$ cat src/verilog/adc_result_filter_pkg.sv
// Constants, field layouts and carrier types for the result filter stage.
// Assumes one clock and a plain register port of the surrounding system.
// Notes on behaviour
// filter mode, codes 0..4 pick FIR (2,1,0) (1,2,0) (2,0,1) (1,1,1) (1,0,2)
// filter mode, codes 5..8 pick FIR (3,1,0) (2,2,0) (1,3,0) (3,0,1)
// filter mode, codes 9..13 pick FIR (2,1,1) (1,2,1) (2,0,2) (1,1,2) (1,0,3)
// code 1110 picks IIR a=2 b=2, code 1111 picks IIR a=3 b=4
// IIR gain is four, stored result 14 bits; reader divides by four
// software initialises filter history before trusting the first outputs
// reader trusts a result only with valid flag one and reduction counter zero
// reader should wait after start-up before reading filtered results
// FIR gain equals coefficient sum, three or four, giving a 14-bit result
// filtering exists only on result slots seven and fifteen
// filter is third-order FIR or first-order IIR over successive conversions
// FIR output is a*newest + b*previous + c*one before, per conversion
package adc_result_filter_pkg;

  // ==========================================================================
  // widths
  localparam int SAMPLE_W = 12;
  localparam int RESULT_W = 14;
  localparam int SLOT_W   = 4;
  localparam int CHAN_N   = 2;

  // ==========================================================================
  // register offsets
  localparam logic [7:0] OFS_CTRL7   = 8'h00;
  localparam logic [7:0] OFS_CTRL15  = 8'h04;
  localparam logic [7:0] OFS_RES7    = 8'h08;
  localparam logic [7:0] OFS_RES15   = 8'h0C;
  localparam logic [7:0] OFS_STATUS  = 8'h10;
  localparam logic [7:0] OFS_MASK    = 8'h14;

  // ==========================================================================
  // result slots carrying the filter
  localparam logic [3:0] SLOT_SEVEN   = 4'h7;
  localparam logic [3:0] SLOT_FIFTEEN = 4'hF;

  // ==========================================================================
  // control register fields
  localparam int CTRL_MODE_LSB = 0;
  localparam int CTRL_CODE_LSB = 2;
  localparam int CTRL_INIT_BIT = 8;
  localparam logic [1:0] MODE_RESET  = 2'h0;
  localparam logic [1:0] MODE_FILTER = 2'h1;
  localparam logic [3:0] CODE_RESET  = 4'h0;
  localparam logic [3:0] CODE_IIR_A  = 4'hE;
  localparam logic [3:0] CODE_IIR_B  = 4'hF;

  // ==========================================================================
  // result register fields
  localparam int RES_VALID_BIT = 16;
  localparam int RES_CNT_LSB   = 18;
  localparam logic [1:0] REDUCTION_IDLE = 2'h0;

  // ==========================================================================
  // status and mask bits
  localparam int ST_NEW7   = 0;
  localparam int ST_NEW15  = 1;
  localparam int ST_OVR7   = 2;
  localparam int ST_OVR15  = 3;
  localparam int ST_W      = 4;
  localparam logic [ST_W-1:0] STATUS_RESET = 4'h0;
  localparam logic [ST_W-1:0] MASK_RESET   = 4'h0;

  // ==========================================================================
  // iir shifts: weight of new sample 4/b, of old state (b-1)/b
  localparam int IIR_SHIFT_A = 1;
  localparam int IIR_SHIFT_B = 2;
  localparam int IIR_GAIN_SHIFT = 2;

  // ==========================================================================
  // carriers
  typedef struct packed {
    logic                valid;
    logic [SLOT_W-1:0]   slot;
    logic [SAMPLE_W-1:0] data;
  } conv_t;

  typedef struct packed {
    logic [SAMPLE_W-1:0] prev1;
    logic [SAMPLE_W-1:0] prev2;
    logic [RESULT_W-1:0] iir;
  } hist_t;

  typedef struct packed {
    logic [1:0] a;
    logic [1:0] b;
    logic [1:0] c;
  } coeff_t;

  typedef struct packed {
    logic [1:0] mode;
    logic [3:0] code;
  } ctrl_t;

endpackage : adc_result_filter_pkg

$ cat src/verilog/adc_result_filter.sv
// Result filter stage on result slots seven and fifteen of a converter group.
// Assumes conversions are synchronous to sys_clk and at least two cycles apart.
`timescale 1ns/1ps
`default_nettype none
module adc_result_filter
  import adc_result_filter_pkg::*;
#(
  parameter int ADDR_W = 8
) (
  // clock and reset
  input  wire logic              sys_clk,
  input  wire logic              sys_rst,
  // conversion results
  input  wire conv_t             conv,
  // register port
  input  wire logic [ADDR_W-1:0] regAddr,
  input  wire logic [31:0]       regWrData,
  input  wire logic              regWr,
  input  wire logic              regRd,
  output logic      [31:0]       regRdData,
  // interrupt
  output logic                   irq
);

  // the register map needs five address bits
  if (ADDR_W < 5) begin : gBadAddrW
    $error("adc_result_filter: ADDR_W too small for the map");
  end

  // ==========================================================================
  // functions
  function automatic coeff_t firCoeff(input logic [3:0] code);
    coeff_t k;
    k = '{a: 2'd0, b: 2'd0, c: 2'd0};
    unique case (code)
      4'h0: k = '{a: 2'd2, b: 2'd1, c: 2'd0};
      4'h1: k = '{a: 2'd1, b: 2'd2, c: 2'd0};
      4'h2: k = '{a: 2'd2, b: 2'd0, c: 2'd1};
      4'h3: k = '{a: 2'd1, b: 2'd1, c: 2'd1};
      4'h4: k = '{a: 2'd1, b: 2'd0, c: 2'd2};
      4'h5: k = '{a: 2'd3, b: 2'd1, c: 2'd0};
      4'h6: k = '{a: 2'd2, b: 2'd2, c: 2'd0};
      4'h7: k = '{a: 2'd1, b: 2'd3, c: 2'd0};
      4'h8: k = '{a: 2'd3, b: 2'd0, c: 2'd1};
      4'h9: k = '{a: 2'd2, b: 2'd1, c: 2'd1};
      4'hA: k = '{a: 2'd1, b: 2'd2, c: 2'd1};
      4'hB: k = '{a: 2'd2, b: 2'd0, c: 2'd2};
      4'hC: k = '{a: 2'd1, b: 2'd1, c: 2'd2};
      4'hD: k = '{a: 2'd1, b: 2'd0, c: 2'd3};
      default: k = '{a: 2'd0, b: 2'd0, c: 2'd0};
    endcase
    return k;
  endfunction : firCoeff

  function automatic logic [RESULT_W-1:0] scale(input logic [1:0] k,
                                               input logic [SAMPLE_W-1:0] x);
    return RESULT_W'({2'b00, x} * {12'h000, k});
  endfunction : scale

  function automatic logic chanOf(input logic [SLOT_W-1:0] slot);
    return (slot == SLOT_FIFTEEN);
  endfunction : chanOf

  function automatic logic isRegAddr(input logic [ADDR_W-1:0] a,
                                     input logic [7:0] ofs);
    return (a == ADDR_W'(ofs));
  endfunction : isRegAddr

  // ==========================================================================
  // register state
  ctrl_t               ctrl   [CHAN_N];
  logic [RESULT_W-1:0] result [CHAN_N];
  logic                vflag  [CHAN_N];
  logic                seed   [CHAN_N];
  logic [ST_W-1:0]     status;
  logic [ST_W-1:0]     mask;

  logic wrCtrl7;
  logic wrCtrl15;
  logic wrStatus;
  logic wrMask;
  logic rdRes7;
  logic rdRes15;

  assign wrCtrl7  = regWr && isRegAddr(regAddr, OFS_CTRL7);
  assign wrCtrl15 = regWr && isRegAddr(regAddr, OFS_CTRL15);
  assign wrStatus = regWr && isRegAddr(regAddr, OFS_STATUS);
  assign wrMask   = regWr && isRegAddr(regAddr, OFS_MASK);
  assign rdRes7   = regRd && isRegAddr(regAddr, OFS_RES7);
  assign rdRes15  = regRd && isRegAddr(regAddr, OFS_RES15);

  // ==========================================================================
  // conversion pipeline: stage 0 reads history, stage 1 computes
  conv_t stage;
  hist_t histRd;
  hist_t next_hist;
  logic  [$bits(hist_t)-1:0] histRdBits;
  logic  accept;

  assign accept = conv.valid &&
                  (conv.slot == SLOT_SEVEN || conv.slot == SLOT_FIFTEEN);

  always_ff @(posedge sys_clk) begin
    if (sys_rst) begin
      stage <= '0;
    end else begin
      stage       <= conv;
      stage.valid <= accept;
    end
  end

  filter_history_mem #(
    .WIDTH ($bits(hist_t)),
    .DEPTH (CHAN_N),
    .AW    (1)
  ) u_hist (
    .sys_clk (sys_clk),
    .sys_rst (sys_rst),
    .wrEn    (stage.valid),
    .wrAddr  (chanOf(stage.slot)),
    .wrData  (next_hist),
    .rdAddr  (chanOf(conv.slot)),
    .rdData  (histRdBits)
  );

  assign histRd = hist_t'(histRdBits);

  // ==========================================================================
  // filter arithmetic
  logic                ch;
  ctrl_t               cur;
  coeff_t              k;
  hist_t               taps;
  logic [RESULT_W-1:0] firOut;
  logic [RESULT_W-1:0] iirOut;
  logic [RESULT_W-1:0] next_result;
  logic [RESULT_W-1:0] x4;
  int unsigned         sh;

  assign ch  = chanOf(stage.slot);
  assign cur = ctrl[ch];
  assign k   = firCoeff(cur.code);
  assign x4  = RESULT_W'({2'b00, stage.data} << IIR_GAIN_SHIFT);

  always_comb begin
    // seeded history makes the first output already settled
    taps = histRd;
    if (seed[ch]) begin
      taps.prev1 = stage.data;
      taps.prev2 = stage.data;
      taps.iir   = x4;
    end
  end

  // gain equals a+b+c, result stays within 14 bits
  assign firOut = scale(k.a, stage.data) + scale(k.b, taps.prev1) + scale(k.c, taps.prev2);

  always_comb begin
    sh = (cur.code == CODE_IIR_B) ? IIR_SHIFT_B : IIR_SHIFT_A;
    // state converges on four times the input
    iirOut = taps.iir - (taps.iir >> sh) + (x4 >> sh);
  end

  always_comb begin
    next_result = RESULT_W'(stage.data);
    if (cur.mode == MODE_FILTER) begin
      if (cur.code == CODE_IIR_A || cur.code == CODE_IIR_B) begin
        next_result = iirOut;
      end else begin
        next_result = firOut;
      end
    end
  end

  always_comb begin
    // history shifts on every accepted conversion
    next_hist.prev1 = stage.data;
    next_hist.prev2 = taps.prev1;
    next_hist.iir   = iirOut;
  end

  // ==========================================================================
  // control registers and seed requests
  always_ff @(posedge sys_clk) begin
    if (sys_rst) begin
      for (int i = 0; i < CHAN_N; i++) begin
        ctrl[i] <= '{mode: MODE_RESET, code: CODE_RESET};
      end
    end else begin
      if (wrCtrl7) begin
        ctrl[0].mode <= regWrData[CTRL_MODE_LSB +: 2];
        ctrl[0].code <= regWrData[CTRL_CODE_LSB +: 4];
      end
      if (wrCtrl15) begin
        ctrl[1].mode <= regWrData[CTRL_MODE_LSB +: 2];
        ctrl[1].code <= regWrData[CTRL_CODE_LSB +: 4];
      end
    end
  end

  always_ff @(posedge sys_clk) begin
    if (sys_rst) begin
      for (int i = 0; i < CHAN_N; i++) begin
        seed[i] <= 1'b1;
      end
    end else begin
      for (int i = 0; i < CHAN_N; i++) begin
        if (stage.valid && ch == 1'(i)) begin
          seed[i] <= 1'b0;
        end
      end
      // init request rearms seeding from the next conversion
      if (wrCtrl7 && regWrData[CTRL_INIT_BIT]) begin
        seed[0] <= 1'b1;
      end
      if (wrCtrl15 && regWrData[CTRL_INIT_BIT]) begin
        seed[1] <= 1'b1;
      end
    end
  end

  // ==========================================================================
  // result registers and valid flags
  always_ff @(posedge sys_clk) begin
    if (sys_rst) begin
      for (int i = 0; i < CHAN_N; i++) begin
        result[i] <= '0;
      end
    end else if (stage.valid) begin
      result[ch] <= next_result;
    end
  end

  always_ff @(posedge sys_clk) begin
    if (sys_rst) begin
      for (int i = 0; i < CHAN_N; i++) begin
        vflag[i] <= 1'b0;
      end
    end else begin
      // a read clears the flag, a new result in the same cycle wins
      if (rdRes7) begin
        vflag[0] <= 1'b0;
      end
      if (rdRes15) begin
        vflag[1] <= 1'b0;
      end
      if (stage.valid) begin
        vflag[ch] <= 1'b1;
      end
    end
  end

  // ==========================================================================
  // interrupt status and mask
  logic [ST_W-1:0] events;

  always_comb begin
    events = '0;
    if (stage.valid) begin
      events[ch ? ST_NEW15 : ST_NEW7] = 1'b1;
      events[ch ? ST_OVR15 : ST_OVR7] = vflag[ch];
    end
  end

  always_ff @(posedge sys_clk) begin
    if (sys_rst) begin
      status <= STATUS_RESET;
    end else begin
      status <= (status & ~(wrStatus ? regWrData[ST_W-1:0] : '0)) | events;
    end
  end

  always_ff @(posedge sys_clk) begin
    if (sys_rst) begin
      mask <= MASK_RESET;
    end else if (wrMask) begin
      mask <= regWrData[ST_W-1:0];
    end
  end

  always_ff @(posedge sys_clk) begin
    if (sys_rst) begin
      irq <= 1'b0;
    end else begin
      irq <= |(((status & ~(wrStatus ? regWrData[ST_W-1:0] : '0)) | events)
               & (wrMask ? regWrData[ST_W-1:0] : mask));
    end
  end

  // ==========================================================================
  // read data, one cycle after the strobe
  function automatic logic [31:0] resWord(input logic [RESULT_W-1:0] r,
                                          input logic v);
    logic [31:0] w;
    w = '0;
    w[RESULT_W-1:0]           = r;
    w[RES_VALID_BIT]          = v;
    w[RES_CNT_LSB +: 2]       = REDUCTION_IDLE;
    return w;
  endfunction : resWord

  function automatic logic [31:0] ctrlWord(input ctrl_t c);
    logic [31:0] w;
    w = '0;
    w[CTRL_MODE_LSB +: 2] = c.mode;
    w[CTRL_CODE_LSB +: 4] = c.code;
    return w;
  endfunction : ctrlWord

  always_ff @(posedge sys_clk) begin
    if (sys_rst) begin
      regRdData <= '0;
    end else if (regRd) begin
      regRdData <= '0;
      if (isRegAddr(regAddr, OFS_CTRL7)) begin
        regRdData <= ctrlWord(ctrl[0]);
      end
      if (isRegAddr(regAddr, OFS_CTRL15)) begin
        regRdData <= ctrlWord(ctrl[1]);
      end
      if (rdRes7) begin
        regRdData <= resWord(result[0], vflag[0]);
      end
      if (rdRes15) begin
        regRdData <= resWord(result[1], vflag[1]);
      end
      if (isRegAddr(regAddr, OFS_STATUS)) begin
        regRdData <= {{(32-ST_W){1'b0}}, status};
      end
      if (isRegAddr(regAddr, OFS_MASK)) begin
        regRdData <= {{(32-ST_W){1'b0}}, mask};
      end
    end else begin
      regRdData <= '0;
    end
  end

endmodule : adc_result_filter
`default_nettype wire

$ cat src/verilog/filter_history_mem.sv
// Small history store: one word of filter taps per filtered result slot.
// Assumes one writer and one reader; read data appear one cycle after address.
`timescale 1ns/1ps
`default_nettype none
module filter_history_mem #(
  parameter int WIDTH = 38,
  parameter int DEPTH = 2,
  parameter int AW    = 1
) (
  // clock and reset
  input  wire logic             sys_clk,
  input  wire logic             sys_rst,
  // write port
  input  wire logic             wrEn,
  input  wire logic [AW-1:0]    wrAddr,
  input  wire logic [WIDTH-1:0] wrData,
  // read port
  input  wire logic [AW-1:0]    rdAddr,
  output logic      [WIDTH-1:0] rdData
);

  // geometry the store cannot serve
  if (DEPTH < 1 || DEPTH > (1 << AW) || WIDTH < 1) begin : gBadGeometry
    $error("filter_history_mem: bad geometry");
  end

  logic [WIDTH-1:0] store [DEPTH];

  always_ff @(posedge sys_clk) begin
    if (sys_rst) begin
      for (int i = 0; i < DEPTH; i++) begin
        store[i] <= '0;
      end
    end else if (wrEn) begin
      store[wrAddr] <= wrData;
    end
  end

  always_ff @(posedge sys_clk) begin
    if (sys_rst) begin
      rdData <= '0;
    end else begin
      rdData <= store[rdAddr];
    end
  end

endmodule : filter_history_mem
`default_nettype wire

$ cat config.mk
export PLATFORM = sky130hd
export DESIGN_NAME = adc_result_filter
export DESIGN_NICKNAME = d
export VERILOG_FILES = /design/src/verilog/adc_result_filter_pkg.sv /design/src/verilog/adc_result_filter.sv /design/src/verilog/filter_history_mem.sv
export SDC_FILE = /design/constraint.sdc
export NUM_CORES = 1
export LEC_CHECK = 0
export BUFFER_PORTS_ARGS = -buffer_cell sky130_fd_sc_hd__buf_2
export CAP_MARGIN = 10
export CORE_MARGIN = 4
export CORE_UTILIZATION = 52
export CTS_CLUSTER_DIAMETER = 50
export CTS_CLUSTER_SIZE = 8
export DETAILED_ROUTE_END_ITERATION = 6
export HOLD_SLACK_MARGIN = 0.1
export PLACE_DENSITY = 0.82
export SETUP_SLACK_MARGIN = 0.02
export SLEW_MARGIN = 20
export SYNTH_ARGS = -nofsm -noshare
export SYNTH_HDL_FRONTEND = slang
export SYNTH_HIERARCHICAL = 1
export SYNTH_SLANG_ARGS = --single-unit
$ cat constraint.sdc
create_clock -name sys_clk -period 8.07 [get_ports sys_clk]
set_input_delay 1.2105 -clock sys_clk [delete_from_list [all_inputs] [get_ports sys_clk]]
set_output_delay 1.2105 -clock sys_clk [all_outputs]
set_load 0.01 [all_outputs]
# After elaboration in Yosys (flattened, before gate mapping)
# Memory sizes are Yosys's and may differ from the RTL's. A register that Yosys moved wholly into a read port is not among the register bits.
# Index checks and enable logic that the tools add are counted.
# totals
ff_bits,58
ram_bits,120
mem_bits_ro,96
input_bits,61
output_inout_bits,33
elab_cells,142
mem_count,6
# mem_list
name,words,word_bits,read_ports,rd_ports_with_merged_regs,write_ports,line,rtl
(name not given),16,6,1,0,0,adc_result_filter.sv:35,unique case (code)
u_hist.store,2,38,1,1,2,filter_history_mem.sv:27,logic [WIDTH-1:0] store [DEPTH];
result,2,14,2,0,2,adc_result_filter.sv:72,logic [RESULT_W-1:0] result [CHAN_N];
ctrl,2,6,3,0,2,adc_result_filter.sv:71,ctrl_t ctrl [CHAN_N];
seed,2,1,1,0,2,adc_result_filter.sv:74,logic seed [CHAN_N];
vflag,2,1,3,0,3,adc_result_filter.sv:73,logic vflag [CHAN_N];
# classes
add_sub_neg,4
n_mul,3
n_lt_le_gt_ge,4
eq_ne,11
shift,2
mux,65
bitwise_logic,16
reduce_logical,22
# ops
operator,count
2-to-1 mux 38 bit,2
2-to-1 mux 17 bit,3
2-to-1 mux 1 bit,43
adder 14 bit,3
multiplier 12 x 2 -> 14 bit,3
2-to-1 mux 14 bit,3
OR reduction 38 bit,1
2-to-1 mux 4 bit,7
right shift 14 x 2 -> 14 bit,2
== test 4 bit (second input constant),4
== test 8 x 4 -> 1 bit (second input constant),2
== test 8 x 5 -> 1 bit (second input constant),2
OR reduction 14 bit,1
subtractor 14 bit,1
logical AND 1 bit,13
bitwise OR 1 bit,10
bitwise AND 4 bit,2
== test 8 x 3 -> 1 bit (second input constant),1
logical NOT 8 bit,1
OR reduction 4 bit,2
OR reduction 7 bit,1
2-to-1 mux 2 bit,3
2-to-1 mux 6 bit,1
bitwise mux 4 bit,1
other kinds (12),15

# Logic depth before layout (Yosys ltp)
# depth
ltp_word,11
ltp_mapped,25
mapped_depth_nobuf,25

# Hierarchy
# The synthesis kept the hierarchy.
# modules_own_cells
mod,n_inst,cells_each,area_each_um2,seq_area_each_um2
adc_result_filter,1,820,7378.3,2102.0
filter_history_mem,1,288,4209.0,3042.9

# Worst setup path after synthesis
# OpenSTA, ideal clock, no wires.
# synth_timing
path_kind,flip-flop to flip-flop
startpoint,register stage[14] (netlist bit)
endpoint,memory result[1][8] (data pin)
setup_ps,268
arrival_time_ps,5561
t_required_ps,7802
slack_ps,2241
path_stages_with_launch,25
path_buffers,1
synth_period_minus_slack_ps,5829
cell_sequence,dfxtp_1 -> nand4_4 -> clkinv_4 -> mux2i_1 -> inv_1 -> ha_1 -> nor2_1 -> o21ai_0 -> o21ai_0 -> clkbuf_1 -> nor2_1 -> fa_1 -> inv_1 -> fa_1 -> fa_1 -> inv_1 -> ha_1 -> fa_1 -> a211oi_1 -> o21bai_1 -> a21oi_1 -> xor2_1 -> nor2_1 -> a211oi_1 -> nor3_1
# synth_rtl
item,line,rtl
start: declaration,adc_result_filter.sv:94,conv_t stage;
start signal: assignment,adc_result_filter.sv:107,stage <= conv;
end: declaration,adc_result_filter.sv:72,

==> results.py <==
metrics = {
    "setup_path": {
        "reg2reg_depth": 22,
        "crit_path_end": "result[1][8]",
        "startpoint": "stage[13]",
        "worst-setup-path-type": "reg2reg",
        "rrSetupSlack_ns": 1.58,
        "cp_data_arrival_time_ns": 6.66,
        "timing.rr.start": "stage[13]",
        "endpoint_kind": "register",
        "r2r_end": "result[1][8]",
        "slowest_delay_ns": 0.55,
        "required_ns": 8.25,
        "startpoint_type": "register",
        "cp_slowest_cell": "mux2i_1",
        "worstPathCellList": "nand4_4, clkinv_4, mux2i_1, inv_1, ha_1, o21ai_0, a21oi_1, buf_4, nand2b_1, fa_1, fa_1, fa_1, inv_1, ha_1, fa_1, a211oi_1, o21bai_1, a21oi_1, xor2_1, nor2_1, a211oi_1, nor3_1",
        "crit_fanout": 12,
        "critPathMostFrequentCell": "fa_1",
    },
    "synthesis": {
        "ys.flop_type": "edfxtp_1",
        "synthCells": 1108,
        "seq_area_frac_synth": 0.444,
        "synth_seq_cells": 199,
        "synth_edf_count": 116,
        "synthDistinctLibCells": 68,
        "yosys_warnings": 6,
        "syn-cell-area_um2": 11600,
        "synth.area.top_cells": "edfxtp_1 (30%), dfxtp_1 (14%), fa_1 (10%)",
        "syn_avg_cell_area_um2": 10.5,
        "synth_top_area_share": 0.301,
        "async_reset_ff_frac": 0,
        "yosysTopAreaCell": "edfxtp_1",
    },
    "floorplan": {
        "ios": 94,
        "core_area_um2": 21900,
        "die_area_um2": 24700,
        "initial_core_util": 0.529,
        "die_h_um": 157,
        "dieWidth_um": 157,
        "rows": 54,
    },
    "global_routing": {
        "grt-ovfl-total": 0,
        "grtUsageTotal": 0.215,
        "grt_pass1_vias": 8174,
        "grt_max_degree": 81,
        "antenna_found_initial": 0,
        "grt_pass1_wl_mm": 41.6,
    },
    "drt": {
        "wl_per_cell_um": 17.9,
        "ant_nets": 0,
        "drtIter0Drc": 727,
        "vias": 8077,
        "drc": 0,
        "first_pass_iters": 5,
        "finalWirelength_mm": 25.7,
        "vias_per_cell": 5.62,
    },
    "final_layout": {
        "layout_common_cells": "nor2_1 (135), edfxtp_1 (116), and2_1 (88)",
        "n_antenna_cell": 0,
        "layout_commonest_cell": "nor2_1",
        "area_delta_synth_final_pct": 8.34,
        "drive_gt1_frac": 0.115,
        "utilization": 0.573,
        "final_nets": 1297,
    },
    "power_and_ir_drop": {
        "peakVddDrop_mv": 0.154,
        "p_leak_nw": 5.30,
        "power_density_nw_per_um2": 196,
    },
    "cts": {
        "clock_latency_ns": 0.44,
        "ctsResizeCount": 0,
        "postCtsHoldBufs": 0,
        "htree_levels": 4,
        "post_cts_buffers": 0,
        "clockBufferDepth": 2,
        "cts_tree": "built",
        "cts.root.buffer_cell": "clkbuf_16",
        "cts_made_buffers": 17,
        "cts.sinks": 199,
        "clkTransAtPathRegs_ns": 0.08,
    },
    "sta": {
        "fmax_ghz": 0.154,
        "finalSetupTns_ns": 0,
        "timing.final.crit_period_ns": 6.49,
        "finalWorstSetupSlack_ns": 1.58,
        "final-setup-viol-count": 0,
        "final_max_slew_viol_count": 0,
        "hold_viol_final": 0,
        "skew_ns": 0.0122,
        "maxSlewHeadroom": 0.369,
        "rsz0062_at_grt": "no",
        "min_period_over_period": 0.804,
        "worstMarginPinSlew_ns": 0.920,
    },
    "placement": {
        "place.gp.congestion": 0.915,
        "io_buffer_count": 51,
        "hpwl_mm": 18.0,
        "dp_slack_ns": 1.43,
    },
    "flow_run": {
        "max_cap_violations": 0,
    },
    "run_status": {
        "status": "completed",
    },
    "hold_path": {
        "hp-class": "reg2reg",
    },
}
==> Yosys cell counts (9+ instances only) <==
cell and n:
a211oi_1 12, a21o_1 19, a21oi_1 71, a22oi_1 14, and2_1 88, and3_1 9, buf_2 15, buf_4 24
clkbuf_1 14, dfxtp_1 83, edfxtp_1 116, fa_1 59, ha_1 34, inv_1 85, mux2_2 11, mux2i_1 55
nand2_1 46, nand2b_1 12, nand3_1 9, nor2_1 135, nor2b_1 54, nor3_1 10, o21ai_0 23, xnor2_1 11
==> power by group <==
group          internal, mW  switching (mW)
clock network         0.449           0.381
logic                 0.186           0.316
registers              1.11          0.0218
total                  1.74           0.720
==> flip-flops by register name, indices dropped and copies added, names as in the netlist <==
signal and flops:
irq 1, mask 4, u_hist/store 76, regRdData 15, ctrl 12, vflag 2, result 28, status 4
stage 5, next_hist 12, u_hist/rdData 38, seed 2
==> through the flow <==
step	hold slack, ns	instance area [um^2]	cells	total power [mW]
after global placement	0.455	12000	1404	1.62
after detailed placement	0.465	12000	1404	1.64
final	0.479	12600	1436	2.46
after CTS	0.478	12500	1436	2.46
after global routing	0.501	12600	1436	2.57
after floorplan	0.453	11600	1124	1.51
==> worst max-delay path, delay by kind of cell, from the launching register on <==
family | cells | cell delay (ns)
adders and majority gates | 6 | 2.53
xor gates and xnor gates | 1 | 0.17
muxes | 1 | 0.55
AOI/OAI and AO/OA | 6 | 1.37
buffers and inverters | 4 | 0.67
and+or+nand+nor | 4 | 0.57
DFF | 1 | 0.37
==> how the worst min path moves through the flow <==
stage	endpoint	startpoint	cells after the start
6_report	regRdData[7]	result[1][7]	2
5_1_grt	u_hist/rdData[0]	u_hist/store[0][0]	2
4_1_cts	u_hist/rdData[4]	u_hist/store[0][4]	2
3_5_place_dp	u_hist/rdData[4]	u_hist/store[0][4]	2
3_3_place_gp	u_hist/rdData[0]	u_hist/store[0][0]	2
2_1_floorplan	u_hist/rdData[0]	u_hist/store[0][0]	2
==> cell families (layout without fill, tap and decap cells) <==
family,count (synthesis),in the layout,share of synthesized area
buffers and inverters,151,183,0.0636
AOI/OAI and AO/OA,183,183,0.102
and+or+nand+nor,395,395,0.177
adders and majority gates,93,93,0.139
xor gates and xnor gates,18,18,0.0136
other,1,17,0.000324
DFF,199,199,0.444
muxes,68,68,0.0606
==> metal layers <==
layer | vias up | wire [um] | track usage
li1 | 3794 | - | -
met1 | 3912 | 10900 | 0.290
met3 | 65 | 1780 | 0.0388
met4 | 0 | 723 | 0.0750
met5 | - | 0 | 0
met2 | 306 | 12300 | 0.352
==> layout make-up <==
type                            instances  area, um^2
Multi-Input combinational cell        774        5790
Clock buffer                           23         500
Fill cell                            1826        9340
Inverter                               86         328
Timing Repair Buffer                   65         360
Sequential cell                       199        5140
Tap cell                              280         350
Clock inverter                          9        81.3
Note: power is estimated with default switching activity, not from simulation.
